## config.mk

```make
export PLATFORM = sky130hd
export DESIGN_NAME = cbls_core
export DESIGN_NICKNAME = d
export VERILOG_FILES = /design/src/core/cbls_pkg.sv /design/src/core/cbls_core.sv
export VERILOG_INCLUDE_DIRS = /design/src /design/src/core
export SDC_FILE = /design/constraint.sdc
export NUM_CORES = 1
export LEC_CHECK = 0
export BUFFER_PORTS_ARGS = -buffer_cell sky130_fd_sc_hd__buf_2
export CAP_MARGIN = 0
export CELL_PAD_IN_SITES_DETAIL_PLACEMENT = 0
export CELL_PAD_IN_SITES_GLOBAL_PLACEMENT = 1
export CORE_AREA = 2 2 222 224
export CTS_CLUSTER_SIZE = 25
export DETAILED_ROUTE_END_ITERATION = 7
export DIE_AREA = 0 0 224 226
export GPL_ROUTABILITY_DRIVEN = 0
export PLACE_DENSITY_LB_ADDON = 0.12
export RECOVER_POWER = 100
export SLEW_MARGIN = 20
export SYNTH_ARGS = -nofsm -noshare
export SYNTH_HDL_FRONTEND = slang
export SYNTH_SLANG_ARGS = --single-unit
```

## constraint.sdc

```tcl
create_clock -name clk -period 2.9 [get_ports clk]
set_input_delay 0.435 -clock clk [delete_from_list [all_inputs] [get_ports clk]]
set_output_delay 0.435 -clock clk [all_outputs]
set_load 0.005 [all_outputs]
```

## src/core/cbls_defs.svh

```systemverilog
/*
 Constants of the compare, branch and transfer execution unit: register map,
 status flag positions, reset values and instruction field codes.
 Assumes inclusion by bare name from the core and the testbench.
*/
`ifndef CBLS_DEFS_SVH
`define CBLS_DEFS_SVH

// Register map, byte addresses on the 32-bit register bus
`define CBLS_OFS_CTRL 4'h0
`define CBLS_OFS_FLAGS 4'h4
`define CBLS_OFS_PC 4'h8
`define CBLS_OFS_STATE 4'hc
`define CBLS_CTRL_RUN_BIT 0
`define CBLS_CTRL_RST 1'b0
`define CBLS_FLAGS_RST 8'h00
`define CBLS_RESP_OKAY 2'b00
`define CBLS_RESP_SLVERR 2'b10

// Status flag positions
`define CBLS_F_C 0
`define CBLS_F_Z 1
`define CBLS_F_N 2
`define CBLS_F_V 3
`define CBLS_F_S 4
`define CBLS_F_H 5

// Instruction field codes
`define CBLS_OP_CMP 6'h05
`define CBLS_OP_CMPC 6'h01
`define CBLS_OP_MOVE 6'h0b
`define CBLS_OP_CMPI 4'h3
`define CBLS_OP_LDIMM 4'he
`define CBLS_OP_SKREG 5'h1f
`define CBLS_OP_SKIO 6'h26
`define CBLS_OP_BRFLAG 5'h1e
`define CBLS_OP_LDST 6'h24
`define CBLS_OP_DISP 2'h2
`define CBLS_PTR_X 5'd26
`define CBLS_PTR_Y 5'd28
`define CBLS_PTR_Z 5'd30

`endif

```

## src/core/cbls_pkg.sv

```systemverilog
/*
 Types of the compare, branch and transfer execution unit.
 Assumes nothing beyond a SystemVerilog compiler.
*/
package cbls_pkg;
    typedef enum logic [2:0] {
        CBLS_RUN = 3'b001,
        CBLS_LOAD = 3'b010,
        CBLS_STALL = 3'b100
    } cbls_state_t;
    typedef logic [7:0] cbls_byte_t;
endpackage

```

## src/core/cbls_core.sv

```systemverilog
/*
 Execution unit for compares, register and I/O bit skips, flag branches,
 moves, immediate loads and data memory loads and stores, with an AXI4-Lite
 slave for control, status flags and program counter.
 Assumes the fetch side presents the instruction word, the following word,
 a flag saying whether the following instruction is two words long, and the
 I/O byte that a skip-on-I/O-bit instruction names. Data memory returns read
 data in the cycle in which the read strobe is high.
*/
// Local design decisions: the register addresses and the AXI4-Lite slave port.
// Notes on behaviour
// - Compares subtract, set flags, one cycle
// - Register bit skip advances two or three
// - I/O bit skip on match, flags kept
// - Flag branch by index to pc+k+1
// - Zero, carry, negative branches on flag
// - Same-higher is carry clear, lower carry set
// - Signed greater-equal when N xor V zero
// - Signed less-than when N xor V one
// - Half-carry branches on H flag
// - Transfer branches on T flag
// - Overflow branches on V flag
// - Interrupt-enabled branch when I set
// - Post-increment load reads then bumps pointer
// - Pre-decrement load decrements then reads
// - Displacement load via Y or Z, pointer kept
// - Direct load from absolute address, two cycles
// - Post-increment and plain stores, two cycles
// - Pre-decrement store decrements then writes
`timescale 1ns/10ps
`include "cbls_defs.svh"
module cbls_core
    import cbls_pkg::*;
#(
    parameter int PC_W = 10
) (
    input wire logic clk,
    input wire logic nrst,
    input wire logic ce,
    input wire logic instr_valid,
    input wire logic [15:0] instr_word,
    input wire logic [15:0] instr_ext,
    input wire logic next_two_word,
    input wire logic [7:0] io_data,
    output logic instr_ready_reg,
    output logic [PC_W-1:0] pc_reg,
    output logic [7:0] flags_reg,
    output logic [15:0] dmem_addr_reg,
    output logic [7:0] dmem_wdata_reg,
    output logic dmem_we_reg,
    output logic dmem_re_reg,
    input wire logic [7:0] dmem_rdata,
    input wire logic [3:0] s_axi_awaddr,
    input wire logic s_axi_awvalid,
    output logic s_axi_awready,
    input wire logic [31:0] s_axi_wdata,
    input wire logic [3:0] s_axi_wstrb,
    input wire logic s_axi_wvalid,
    output logic s_axi_wready,
    output logic [1:0] s_axi_bresp,
    output logic s_axi_bvalid,
    input wire logic s_axi_bready,
    input wire logic [3:0] s_axi_araddr,
    input wire logic s_axi_arvalid,
    output logic s_axi_arready,
    output logic [31:0] s_axi_rdata,
    output logic [1:0] s_axi_rresp,
    output logic s_axi_rvalid,
    input wire logic s_axi_rready
);
    generate
        if (PC_W < 8 || PC_W > 16) begin : g_bad_pc
            $error("PC_W must lie between 8 and 16");
        end
    endgenerate

    logic rst_s1_reg;
    logic rst_n;
    always_ff @(posedge clk or negedge nrst) begin
        if (!nrst) begin
            rst_s1_reg <= 1'b0;
            rst_n <= 1'b0;
        end else begin
            rst_s1_reg <= 1'b1;
            rst_n <= rst_s1_reg;
        end
    end

    // Register bus decode, shared by reads and writes
    function automatic logic [2:0] reg_sel(input logic [3:0] addr);
        case (addr)
            `CBLS_OFS_CTRL: reg_sel = 3'h1;
            `CBLS_OFS_FLAGS: reg_sel = 3'h2;
            `CBLS_OFS_PC: reg_sel = 3'h3;
            `CBLS_OFS_STATE: reg_sel = 3'h4;
            default: reg_sel = 3'h0;
        endcase
    endfunction

    // Subtract with flags: returns {H,S,V,N,Z,C}
    function automatic logic [5:0] sub_flags(input logic [7:0] a, input logic [7:0] b,
                                             input logic cin, input logic zkeep);
        logic [7:0] r;
        logic [7:0] bw;
        r = a - b - {7'h00, cin};
        bw = (~a & b) | (b & r) | (r & ~a);
        sub_flags = {bw[3], r[7] ^ ((a[7] & ~b[7] & ~r[7]) | (~a[7] & b[7] & r[7])),
                     (a[7] & ~b[7] & ~r[7]) | (~a[7] & b[7] & r[7]), r[7],
                     (r == 8'h00) & zkeep, bw[7]};
    endfunction

    cbls_state_t state_reg;
    cbls_state_t state_next;
    logic [1:0] stall_reg;
    logic [1:0] stall_next;
    logic [4:0] load_dst_reg;
    logic run_reg;
    cbls_byte_t rf [0:31];

    // Field extraction
    wire [4:0] f_d = instr_word[8:4];
    wire [4:0] f_r = {instr_word[9], instr_word[3:0]};
    wire [4:0] f_dh = {1'b1, instr_word[7:4]};
    wire [7:0] f_k = {instr_word[11:8], instr_word[3:0]};
    wire [2:0] f_b = instr_word[2:0];
    wire [6:0] f_off = instr_word[9:3];
    wire [5:0] f_q = {instr_word[13], instr_word[11:10], instr_word[2:0]};
    wire [3:0] f_m = instr_word[3:0];

    wire is_cmp = instr_word[15:10] == `CBLS_OP_CMP;
    wire is_cmpc = instr_word[15:10] == `CBLS_OP_CMPC;
    wire is_cmpi = instr_word[15:12] == `CBLS_OP_CMPI;
    wire is_move = instr_word[15:10] == `CBLS_OP_MOVE;
    wire is_ldimm = instr_word[15:12] == `CBLS_OP_LDIMM;
    wire is_skreg = instr_word[15:11] == `CBLS_OP_SKREG && instr_word[10] && !instr_word[3];
    wire is_skio = instr_word[15:10] == `CBLS_OP_SKIO && instr_word[8];
    wire is_br = instr_word[15:11] == `CBLS_OP_BRFLAG;
    wire is_disp = instr_word[15:14] == `CBLS_OP_DISP && !instr_word[12];
    wire ldst_mode_ok = f_m == 4'h0 || f_m == 4'h1 || f_m == 4'h2 || f_m == 4'h9 ||
                        f_m == 4'ha || f_m == 4'hc || f_m == 4'hd || f_m == 4'he;
    wire is_ldst = instr_word[15:10] == `CBLS_OP_LDST && ldst_mode_ok;
    wire is_mem = is_ldst || is_disp;
    wire is_store = instr_word[9];
    wire is_direct = is_ldst && f_m == 4'h0;
    wire post_inc = is_ldst && f_m[1:0] == 2'b01;
    wire pre_dec = is_ldst && f_m[1:0] == 2'b10;
    wire is_cmp_any = is_cmp || is_cmpc || is_cmpi;

    // Displacement form has only Y and Z; X exists only in the plain modes
    wire [4:0] ptr_idx = is_disp ? (instr_word[3] ? `CBLS_PTR_Y : `CBLS_PTR_Z) :
                         f_m[3:2] == 2'b11 ? `CBLS_PTR_X :
                         f_m[3] ? `CBLS_PTR_Y : `CBLS_PTR_Z;
    wire [4:0] ptr_hi_idx = ptr_idx | 5'h01;
    wire [15:0] ptr_val = {rf[ptr_hi_idx], rf[ptr_idx]};
    wire [15:0] ptr_dec = ptr_val - 16'h0001;
    wire [15:0] ptr_inc = ptr_val + 16'h0001;
    wire [15:0] mem_addr = is_direct ? instr_ext :
                           is_disp ? ptr_val + {10'h000, f_q} :
                           pre_dec ? ptr_dec : ptr_val;
    wire [15:0] ptr_new = pre_dec ? ptr_dec : ptr_inc;

    // Compare operands
    wire [7:0] cmp_a = is_cmpi ? rf[f_dh] : rf[f_d];
    wire [7:0] cmp_b = is_cmpi ? f_k : rf[f_r];
    wire cmp_cin = is_cmpc & flags_reg[`CBLS_F_C];
    wire cmp_zkeep = !is_cmpc | flags_reg[`CBLS_F_Z];
    wire [5:0] cmp_flags = sub_flags(cmp_a, cmp_b, cmp_cin, cmp_zkeep);

    // Named branches use a fixed index; S is read as N xor V, beyond a bus write's reach
    wire s_eff = flags_reg[`CBLS_F_N] ^ flags_reg[`CBLS_F_V];
    wire [7:0] br_flags = {flags_reg[7:5], s_eff, flags_reg[3:0]};
    wire br_taken = is_br && (br_flags[f_b] == !instr_word[10]);
    wire skip_bit = is_skreg ? rf[f_d][f_b] : io_data[f_b];
    wire skip_taken = (is_skreg || is_skio) && skip_bit == instr_word[9];

    wire [PC_W-1:0] pc_plus1 = pc_reg + PC_W'(1);
    wire [PC_W-1:0] br_target = pc_plus1 + {{(PC_W - 7){f_off[6]}}, f_off};
    wire [PC_W-1:0] skip_target = pc_reg + (next_two_word ? PC_W'(3) : PC_W'(2));
    wire [PC_W-1:0] mem_next = pc_reg + (is_direct ? PC_W'(2) : PC_W'(1));

    wire accept = ce && instr_ready_reg && instr_valid;
    wire in_load = ce && state_reg == CBLS_LOAD;

    wire [PC_W-1:0] pc_next = !accept ? pc_reg :
                              br_taken ? br_target :
                              skip_taken ? skip_target :
                              is_mem ? mem_next : pc_plus1;

    // Register bus channel state
    logic aw_got_reg;
    logic w_got_reg;
    logic [3:0] awaddr_reg;
    logic [31:0] wdata_reg;
    logic wstrb0_reg;
    wire aw_hs = s_axi_awvalid && s_axi_awready;
    wire w_hs = s_axi_wvalid && s_axi_wready;
    wire ar_hs = s_axi_arvalid && s_axi_arready;
    wire do_write = aw_got_reg && w_got_reg && !s_axi_bvalid;
    wire [2:0] wsel = reg_sel(awaddr_reg);
    wire [2:0] rsel = reg_sel(s_axi_araddr);
    wire wr_ctrl = do_write && wsel == 3'h1 && wstrb0_reg;
    wire wr_flags = do_write && wsel == 3'h2 && wstrb0_reg;
    wire aw_got_next = (aw_got_reg || aw_hs) && !do_write;
    wire w_got_next = (w_got_reg || w_hs) && !do_write;
    wire bvalid_next = do_write || (s_axi_bvalid && !s_axi_bready);
    wire rvalid_next = ar_hs || (s_axi_rvalid && !s_axi_rready);
    wire run_next = wr_ctrl ? wdata_reg[`CBLS_CTRL_RUN_BIT] : run_reg;
    wire [31:0] rd_word = rsel == 3'h1 ? {31'h0, run_reg} :
                          rsel == 3'h2 ? {24'h0, flags_reg} :
                          rsel == 3'h3 ? {{(32 - PC_W){1'b0}}, pc_reg} :
                          rsel == 3'h4 ? {27'h0, stall_reg, state_reg} : 32'h0;

    // Compare wins over a bus write to the flags in the same cycle
    wire [7:0] flags_next = (accept && is_cmp_any) ?
                            {flags_reg[7:6], cmp_flags} :
                            wr_flags ? wdata_reg[7:0] : flags_reg;

    always_comb begin
        state_next = state_reg;
        stall_next = stall_reg;
        case (state_reg)
            CBLS_RUN: begin
                if (accept && is_mem && !is_store) begin
                    state_next = CBLS_LOAD;
                end else if (accept && is_mem) begin
                    state_next = CBLS_STALL;
                    stall_next = 2'd1;
                end else if (accept && br_taken) begin
                    state_next = CBLS_STALL;
                    stall_next = 2'd1;
                end else if (accept && skip_taken) begin
                    state_next = CBLS_STALL;
                    stall_next = next_two_word ? 2'd2 : 2'd1;
                end
            end
            CBLS_LOAD: state_next = CBLS_RUN;
            CBLS_STALL: begin
                stall_next = stall_reg - 2'd1;
                if (stall_reg == 2'd1) begin
                    state_next = CBLS_RUN;
                end
            end
            default: state_next = CBLS_RUN;
        endcase
    end

    always_ff @(posedge clk or negedge rst_n) begin
        if (!rst_n) begin
            state_reg <= CBLS_RUN;
            stall_reg <= 2'd0;
            instr_ready_reg <= 1'b0;
            pc_reg <= '0;
            flags_reg <= `CBLS_FLAGS_RST;
            run_reg <= `CBLS_CTRL_RST;
        end else if (ce) begin
            state_reg <= state_next;
            stall_reg <= stall_next;
            instr_ready_reg <= state_next == CBLS_RUN && run_next;
            pc_reg <= pc_next;
            flags_reg <= flags_next;
            run_reg <= run_next;
        end
    end

    always_ff @(posedge clk or negedge rst_n) begin
        if (!rst_n) begin
            dmem_addr_reg <= 16'h0000;
            dmem_wdata_reg <= 8'h00;
            dmem_we_reg <= 1'b0;
            dmem_re_reg <= 1'b0;
            load_dst_reg <= 5'd0;
        end else if (ce) begin
            dmem_we_reg <= accept && is_mem && is_store;
            dmem_re_reg <= accept && is_mem && !is_store;
            if (accept && is_mem) begin
                dmem_addr_reg <= mem_addr;
                dmem_wdata_reg <= rf[f_d];
                load_dst_reg <= f_d;
            end
        end
    end

    // Data storage, no reset; a pointer that is also the load target is undefined
    always_ff @(posedge clk) begin
        if (accept && (is_move || is_ldimm)) begin
            rf[is_move ? f_d : f_dh] <= is_move ? rf[f_r] : f_k;
        end
        if (accept && (post_inc || pre_dec)) begin
            rf[ptr_idx] <= ptr_new[7:0];
            rf[ptr_hi_idx] <= ptr_new[15:8];
        end
        if (in_load) begin
            rf[load_dst_reg] <= dmem_rdata;
        end
    end

    always_ff @(posedge clk or negedge rst_n) begin
        if (!rst_n) begin
            aw_got_reg <= 1'b0;
            w_got_reg <= 1'b0;
            awaddr_reg <= 4'h0;
            wdata_reg <= 32'h0;
            wstrb0_reg <= 1'b0;
            s_axi_awready <= 1'b0;
            s_axi_wready <= 1'b0;
            s_axi_bvalid <= 1'b0;
            s_axi_bresp <= `CBLS_RESP_OKAY;
        end else if (ce) begin
            aw_got_reg <= aw_got_next;
            w_got_reg <= w_got_next;
            s_axi_awready <= !aw_got_next;
            s_axi_wready <= !w_got_next;
            s_axi_bvalid <= bvalid_next;
            if (aw_hs) begin
                awaddr_reg <= s_axi_awaddr;
            end
            if (w_hs) begin
                wdata_reg <= s_axi_wdata;
                wstrb0_reg <= s_axi_wstrb[0];
            end
            if (do_write) begin
                s_axi_bresp <= wsel == 3'h0 ? `CBLS_RESP_SLVERR : `CBLS_RESP_OKAY;
            end
        end
    end

    always_ff @(posedge clk or negedge rst_n) begin
        if (!rst_n) begin
            s_axi_arready <= 1'b0;
            s_axi_rvalid <= 1'b0;
            s_axi_rdata <= 32'h0;
            s_axi_rresp <= `CBLS_RESP_OKAY;
        end else if (ce) begin
            s_axi_arready <= !rvalid_next;
            s_axi_rvalid <= rvalid_next;
            if (ar_hs) begin
                s_axi_rdata <= rd_word;
                s_axi_rresp <= rsel == 3'h0 ? `CBLS_RESP_SLVERR : `CBLS_RESP_OKAY;
            end
        end
    end
endmodule

```

Word-level counts from Yosys, hierarchy flattened

Memories as Yosys holds them, arrays and structs flattened.
Index checks and enable logic that the tools add are counted.

Output and inout bits: 86
RAM bits: 256
Flip-flop bits (word level): 114
Bits of input ports: 102
Memories: 1

Memories:

| memory | depth | bits a word | read ports | clocked after Yosys merged registers in | write ports | RTL line         | source |
|---|---|---|---|---|---|---|---|
| rf     | 32    | 8           | 5          | 0                                       | 3           | cbls_core.sv:118 | `cbls_byte_t rf [0:31];` |

Reductions and logical operators: 82
Bitwise gates (word level): 20
Mux-type cells: 55
Equal/unequal tests: 41
$add $sub $neg: 10
$lt $le $gt $ge: 1

Operators with widths:

| operator                                             | number |
|---|---|
| two-way mux 16 bit                                   | 4 |
| two-way mux 10 bit                                   | 6 |
| equality test 4 bit (second input constant)          | 10 |
| logical AND 1 bit                                    | 35 |
| two-way mux 8 bit                                    | 4 |
| AND 8 bit                                            | 3 |
| case mux 3 bit (4 select lines)                      | 2 |
| two-way mux 3 bit                                    | 7 |
| adder 10 x 2 -> 10 bit                               | 2 |
| two-way mux 2 bit                                    | 9 |
| logical OR 1 bit                                     | 17 |
| adder 16 x 1 -> 16 bit (second input constant)       | 1 |
| adder 16 x 6 -> 16 bit                               | 1 |
| bitwise OR 8 bit                                     | 2 |
| subtractor 16 x 1 -> 16 bit (second input constant)  | 1 |
| two-way mux 5 bit                                    | 3 |
| AND reduction 2 bit                                  | 7 |
| two-way mux 1 bit                                    | 13 |
| equality test 3 x 1 -> 1 bit (second input constant) | 4 |
| equality test 3 x 2 -> 1 bit (second input constant) | 4 |
| equality test 6 bit (second input constant)          | 2 |
| logical NOT 1 bit                                    | 12 |
| logical NOT 4 bit                                    | 3 |
| two-way mux 6 bit                                    | 2 |
| other kinds (33)                                     | 55 |

Logic depth before layout (Yosys ltp)

Depth in word-level cells: 16
Gate-level depth with buffers: 21
Mapped depth without buffers: 17

Least setup slack after synthesis

OpenSTA, ideal clock, no wires.

Path type: input port to flip-flop
Start: input instr_word[0]
End: register flags_reg[3]
Required time: 2.764 ns
Path buffers: 2
Cell stages on the path: 17
Path slack: -1.619 ns
Arrival time: 4.383 ns
Cells stage by stage: buf_2 buf_1 mux4_2 mux4_2 mux2i_1 a21oi_1 fa_1 inv_1 ha_1 inv_1 o21ai_0 a31o_2 a21o_1 a21oi_1 xnor2_1 mux2i_1 o21ai_0

Cells in the longest elaborated chain, start to end: 8
Elaborated cells between the ends (all ways): 12
Those cells by class: add/sub (2); mux (2); bitwise (7); memory (1)

RTL lines:

| what                      | RTL line         | source |
|---|---|---|
| from (decl)               | cbls_core.sv:41  | `input wire logic [15:0] instr_word,` |
| memory read (32 x 8 bit)  | -                |  |
| two-way mux 8 bit *       | cbls_core.sv:164 | `wire [7:0] cmp_b = is_cmpi ? f_k : rf[f_r];` |
| subtractor 8 bit          | cbls_core.sv:105 | `r = a - b - {7'h00, cin};` |
| subtractor 8 x 1 -> 8 bit | cbls_core.sv:105 |  |
| inverter 1 bit            | cbls_core.sv:108 | `(a[7] & ~b[7] & ~r[7]) \| (~a[7] & b[7] & r[7]), r[7],` |
| AND 1 bit                 | cbls_core.sv:108 |  |
| bitwise OR 1 bit *        | cbls_core.sv:108 |  |
| two-way mux 6 bit *       | cbls_core.sv:214 | `wire [7:0] flags_next = (accept && is_cmp_any) ?` |
| to (signal assigned)      | cbls_core.sv:253 | `` flags_reg <= `CBLS_FLAGS_RST; `` |
| to (signal assigned)      | cbls_core.sv:260 | `flags_reg <= flags_next;` |
| to (decl)                 | cbls_core.sv:47  | `output logic [7:0] flags_reg,` |

Every way passes the cells marked *; elsewhere a longest branch is shown, timed or not.
A chain may end at the register's enable or synchronous reset.

==> impl_metrics.tcl <==
set metrics [dict create \
    rr_worst_depth 17 \
    synth_top_cell_by_area "edfxtp_1" \
    synth.most_common_cell "nor2_1" \
    yosysWarnings 0 \
    core_area_mm2 0.0483 \
    cts_tree "yes" \
    cap_viol_max_count 1 \
    fmax_mhz 257 \
    overflow 0 \
    yosysSeqAreaShare_pct 43.5 \
    cts_sinks 346 \
    root_buffer "clkbuf_16" \
    fillers 3717 \
    yosys-top-cells-area "edfxtp_1 34%, mux4_2 13%, dfrtp_1 9.7%" \
    synth.distinct_cells 84 \
    nets 2928 \
    grt_pass1_vias 20274 \
    p_per_area_mw_per_mm2 489 \
    holdWs_ns 0.0814 \
    drive_gt1_share_pct 44.9 \
    async_flop_share_pct 26.0 \
    numCtsBuffers 42 \
    start_kind "register" \
    synthCells 2229 \
    cp.arrival_ns 4.38 \
    drc_errors 0 \
    final-setup-viol-count 498 \
    failed_checks "max-capacitance violations, max-slew violations, negative setup slack" \
    insertion_delay_ns 0.59 \
    period_minus_slack_ns 3.89 \
    diodes 0 \
    final-instance-count-excl-fill 3439 \
    critPathRequiredTime_ns 3.39 \
    postRouteAntennaNets 0 \
    grt_max_degree 52 \
    synth_seq_cells 346 \
    synth-edff-count 256 \
    hold_viol_final 0 \
    synth_top_area_share_pct 33.6 \
    syn_avg_cell_area_um2 10.3 \
    run_status "complete, but fails checks" \
    fin_skew_ns 0.0283 \
    place_ws_ns -1.55 \
    clkPwrFrac_pct 34.2 \
    max_stage_delay_ns 0.49 \
    num_rows 81 \
    dieWidth_um 224 \
    cp_cell_sequence "buf_4, buf_6, mux4_2, mux2i_2, buf_4, mux4_2, fa_2, inv_1, ha_1, inv_2, o21ai_2, a31o_2, a21o_1, a21oi_2, xnor2_2, nor2_1, o31ai_2" \
    wirelength_um 94700 \
    critPathMaxFanout 6 \
    ys.flop_type "edfxtp_1" \
    combPwrFrac_pct 27.5 \
    p_leak_nw 12.9 \
    rsz0062_at_grt "yes" \
    io_buffers 136 \
    grtUsageTotal_pct 36.1 \
    grt_antenna_before_repair 0 \
    worst_pin_slew_ns 1.76 \
    setup_ws_ns -0.991 \
    internal-power_mw 10.9 \
    fin_crit_sh_pct 134 \
    slew_headroom_pct -17.3 \
    synthToLayoutAreaGrowth_pct 40.1 \
    clock_path_buffers 3 \
    cp_slowest_cell "mux4_2" \
    p_sw_mw 4.79 \
    cts-htree-levels 2 \
    ios 188 \
    min_path_type "in2reg" \
    endpoint_kind "register" \
    min_delay_path_depth 2 \
    fin_util_pct 66.3 \
    viasPerCell 6.35 \
    place_inst 3289 \
    post_drt_wl_per_cell_um 27.5 \
    seq_power_share_pct 38.3 \
    fp.dieH_um 226 \
    peakVddDrop_mv 0.397 \
    p_sw_share_pct 30.6 \
    largest_reg_flops 256 \
    dp_hpwl_um 66400 \
    grt_pass1_wl_um 133000 \
    drtIter0Drc 2836 \
    clk_pin_slew_ns 0.06 \
    vias 21840 \
    slew_violations 39 \
    initial_utilization_pct 47.3 \
    syn_area_mm2 0.0229 \
    drtPass1Iterations 6 \
    die-area_mm2 0.0506 \
    path_class "reg2reg" \
    tns_ns -157.84 \
    synth_common_cells "349 x nor2_1, 320 x a21oi_1, 256 x edfxtp_1, 172 x nand2_1, 141 x clkbuf_1" \
]
stage by stage:
step	area (um2)	power, mW
floorplan	23600	8.18
global placement	28100	9.78
detailed placement	28100	9.88
CTS	30500	15.5
global route	32000	16.3
finish	32000	15.7
power by group through the flow:
stage | registers, mW | clock network (mW) | logic (mW)
after floorplan | 6.02 | 0 | 2.17
after global placement | 6.07 | 0 | 3.71
after detailed placement | 6.08 | 0 | 3.80
after CTS | 5.99 | 5.40 | 4.09
after global routing | 6.03 | 5.60 | 4.63
final | 5.99 | 5.36 | 4.31
cell families after synthesis:
family	synth area share (%)
other cells	0.0329
flops	43.5
mux	18.7
fa+ha+maj	2.46
xor+xnor	2.03
buf+inv	5.02
simple gates	13.6
compound gates	14.6
layout by cell type, fill, tap and decap left out, types with 32 or more instances in the layout:
cell,instances
inv_1,37
o21ai_0,53
clkbuf_16,49
a21oi_1,149
mux2i_1,51
buf_12,50
edfxtp_1,256
nor2_1,341
a21oi_2,163
buf_4,425
buf_6,55
dfrtp_1,89
mux4_2,139
buf_2,103
clkbuf_1,49
nand2_1,152
o21ai_2,32
nand3_1,38
mux2_2,40
final timing paths:
| path | startpoint | end | slack (ns) |
|---|---|---|---|
| setup / recovery | rf[26][0] | flags_reg[4] | -0.99 |
| hold / removal | s_axi_wstrb[0] | wstrb0_reg | 0.08 |
| setup reg to reg | rf[26][0] | flags_reg[4] | -0.99 |
| hold reg to reg | rst_s1_reg | rst_n | 0.36 |
| max in group asynchronous | rst_n | flags_reg[4] | 0.51 |
| min in group asynchronous | nrst | rst_s1_reg | 0.17 |
timing repair:
action	CTS	global route
hold buffers	1	0
pin swaps	65	121
resized for setup	136	326
setup buffers	33	45
setup endpoints to repair	236	321
endpoints found under the hold margin	2	0
gates cloned	8	5
metal layers:
| metal | track usage [%] | vias to the layer above | wire length, um |
|---|---|---|---|
| met1 | 47.9 | 10623 | 34900 |
| met4 | 17.6 | 0 | 5940 |
| met3 | 10.9 | 349 | 12800 |
| met2 | 53.9 | 1516 | 41100 |
| li1 | - | 9352 | - |
| met5 | 0.391 | - | 0 |
critical path, delay by kind of cell, from the launching register on:
family	cells	cell delay (ns)
XOR/XNOR	1	0.33
adder cells (fa/ha/maj)	2	0.52
AO/OA/AOI/OAI	5	0.76
multiplexers	3	1.05
buffers and inverters	5	0.57
flip-flops	1	0.44
AND/OR/NAND/NOR	1	0.11
layout make-up:
| type | instances | area (um2) | area share, % |
|---|---|---|---|
| Clock inverter | 23 | 218 | 0.680 |
| Sequential cell | 346 | 9940 | 31.0 |
| Timing Repair Buffer | 696 | 5890 | 18.4 |
| Clock buffer | 54 | 1160 | 3.62 |
| Inverter | 46 | 181 | 0.566 |
| Tap cell | 622 | 778 | 2.43 |
| Multi-Input combinational cell | 1652 | 13900 | 43.3 |
No activity file was read; power rests on OpenSTA's default activity.
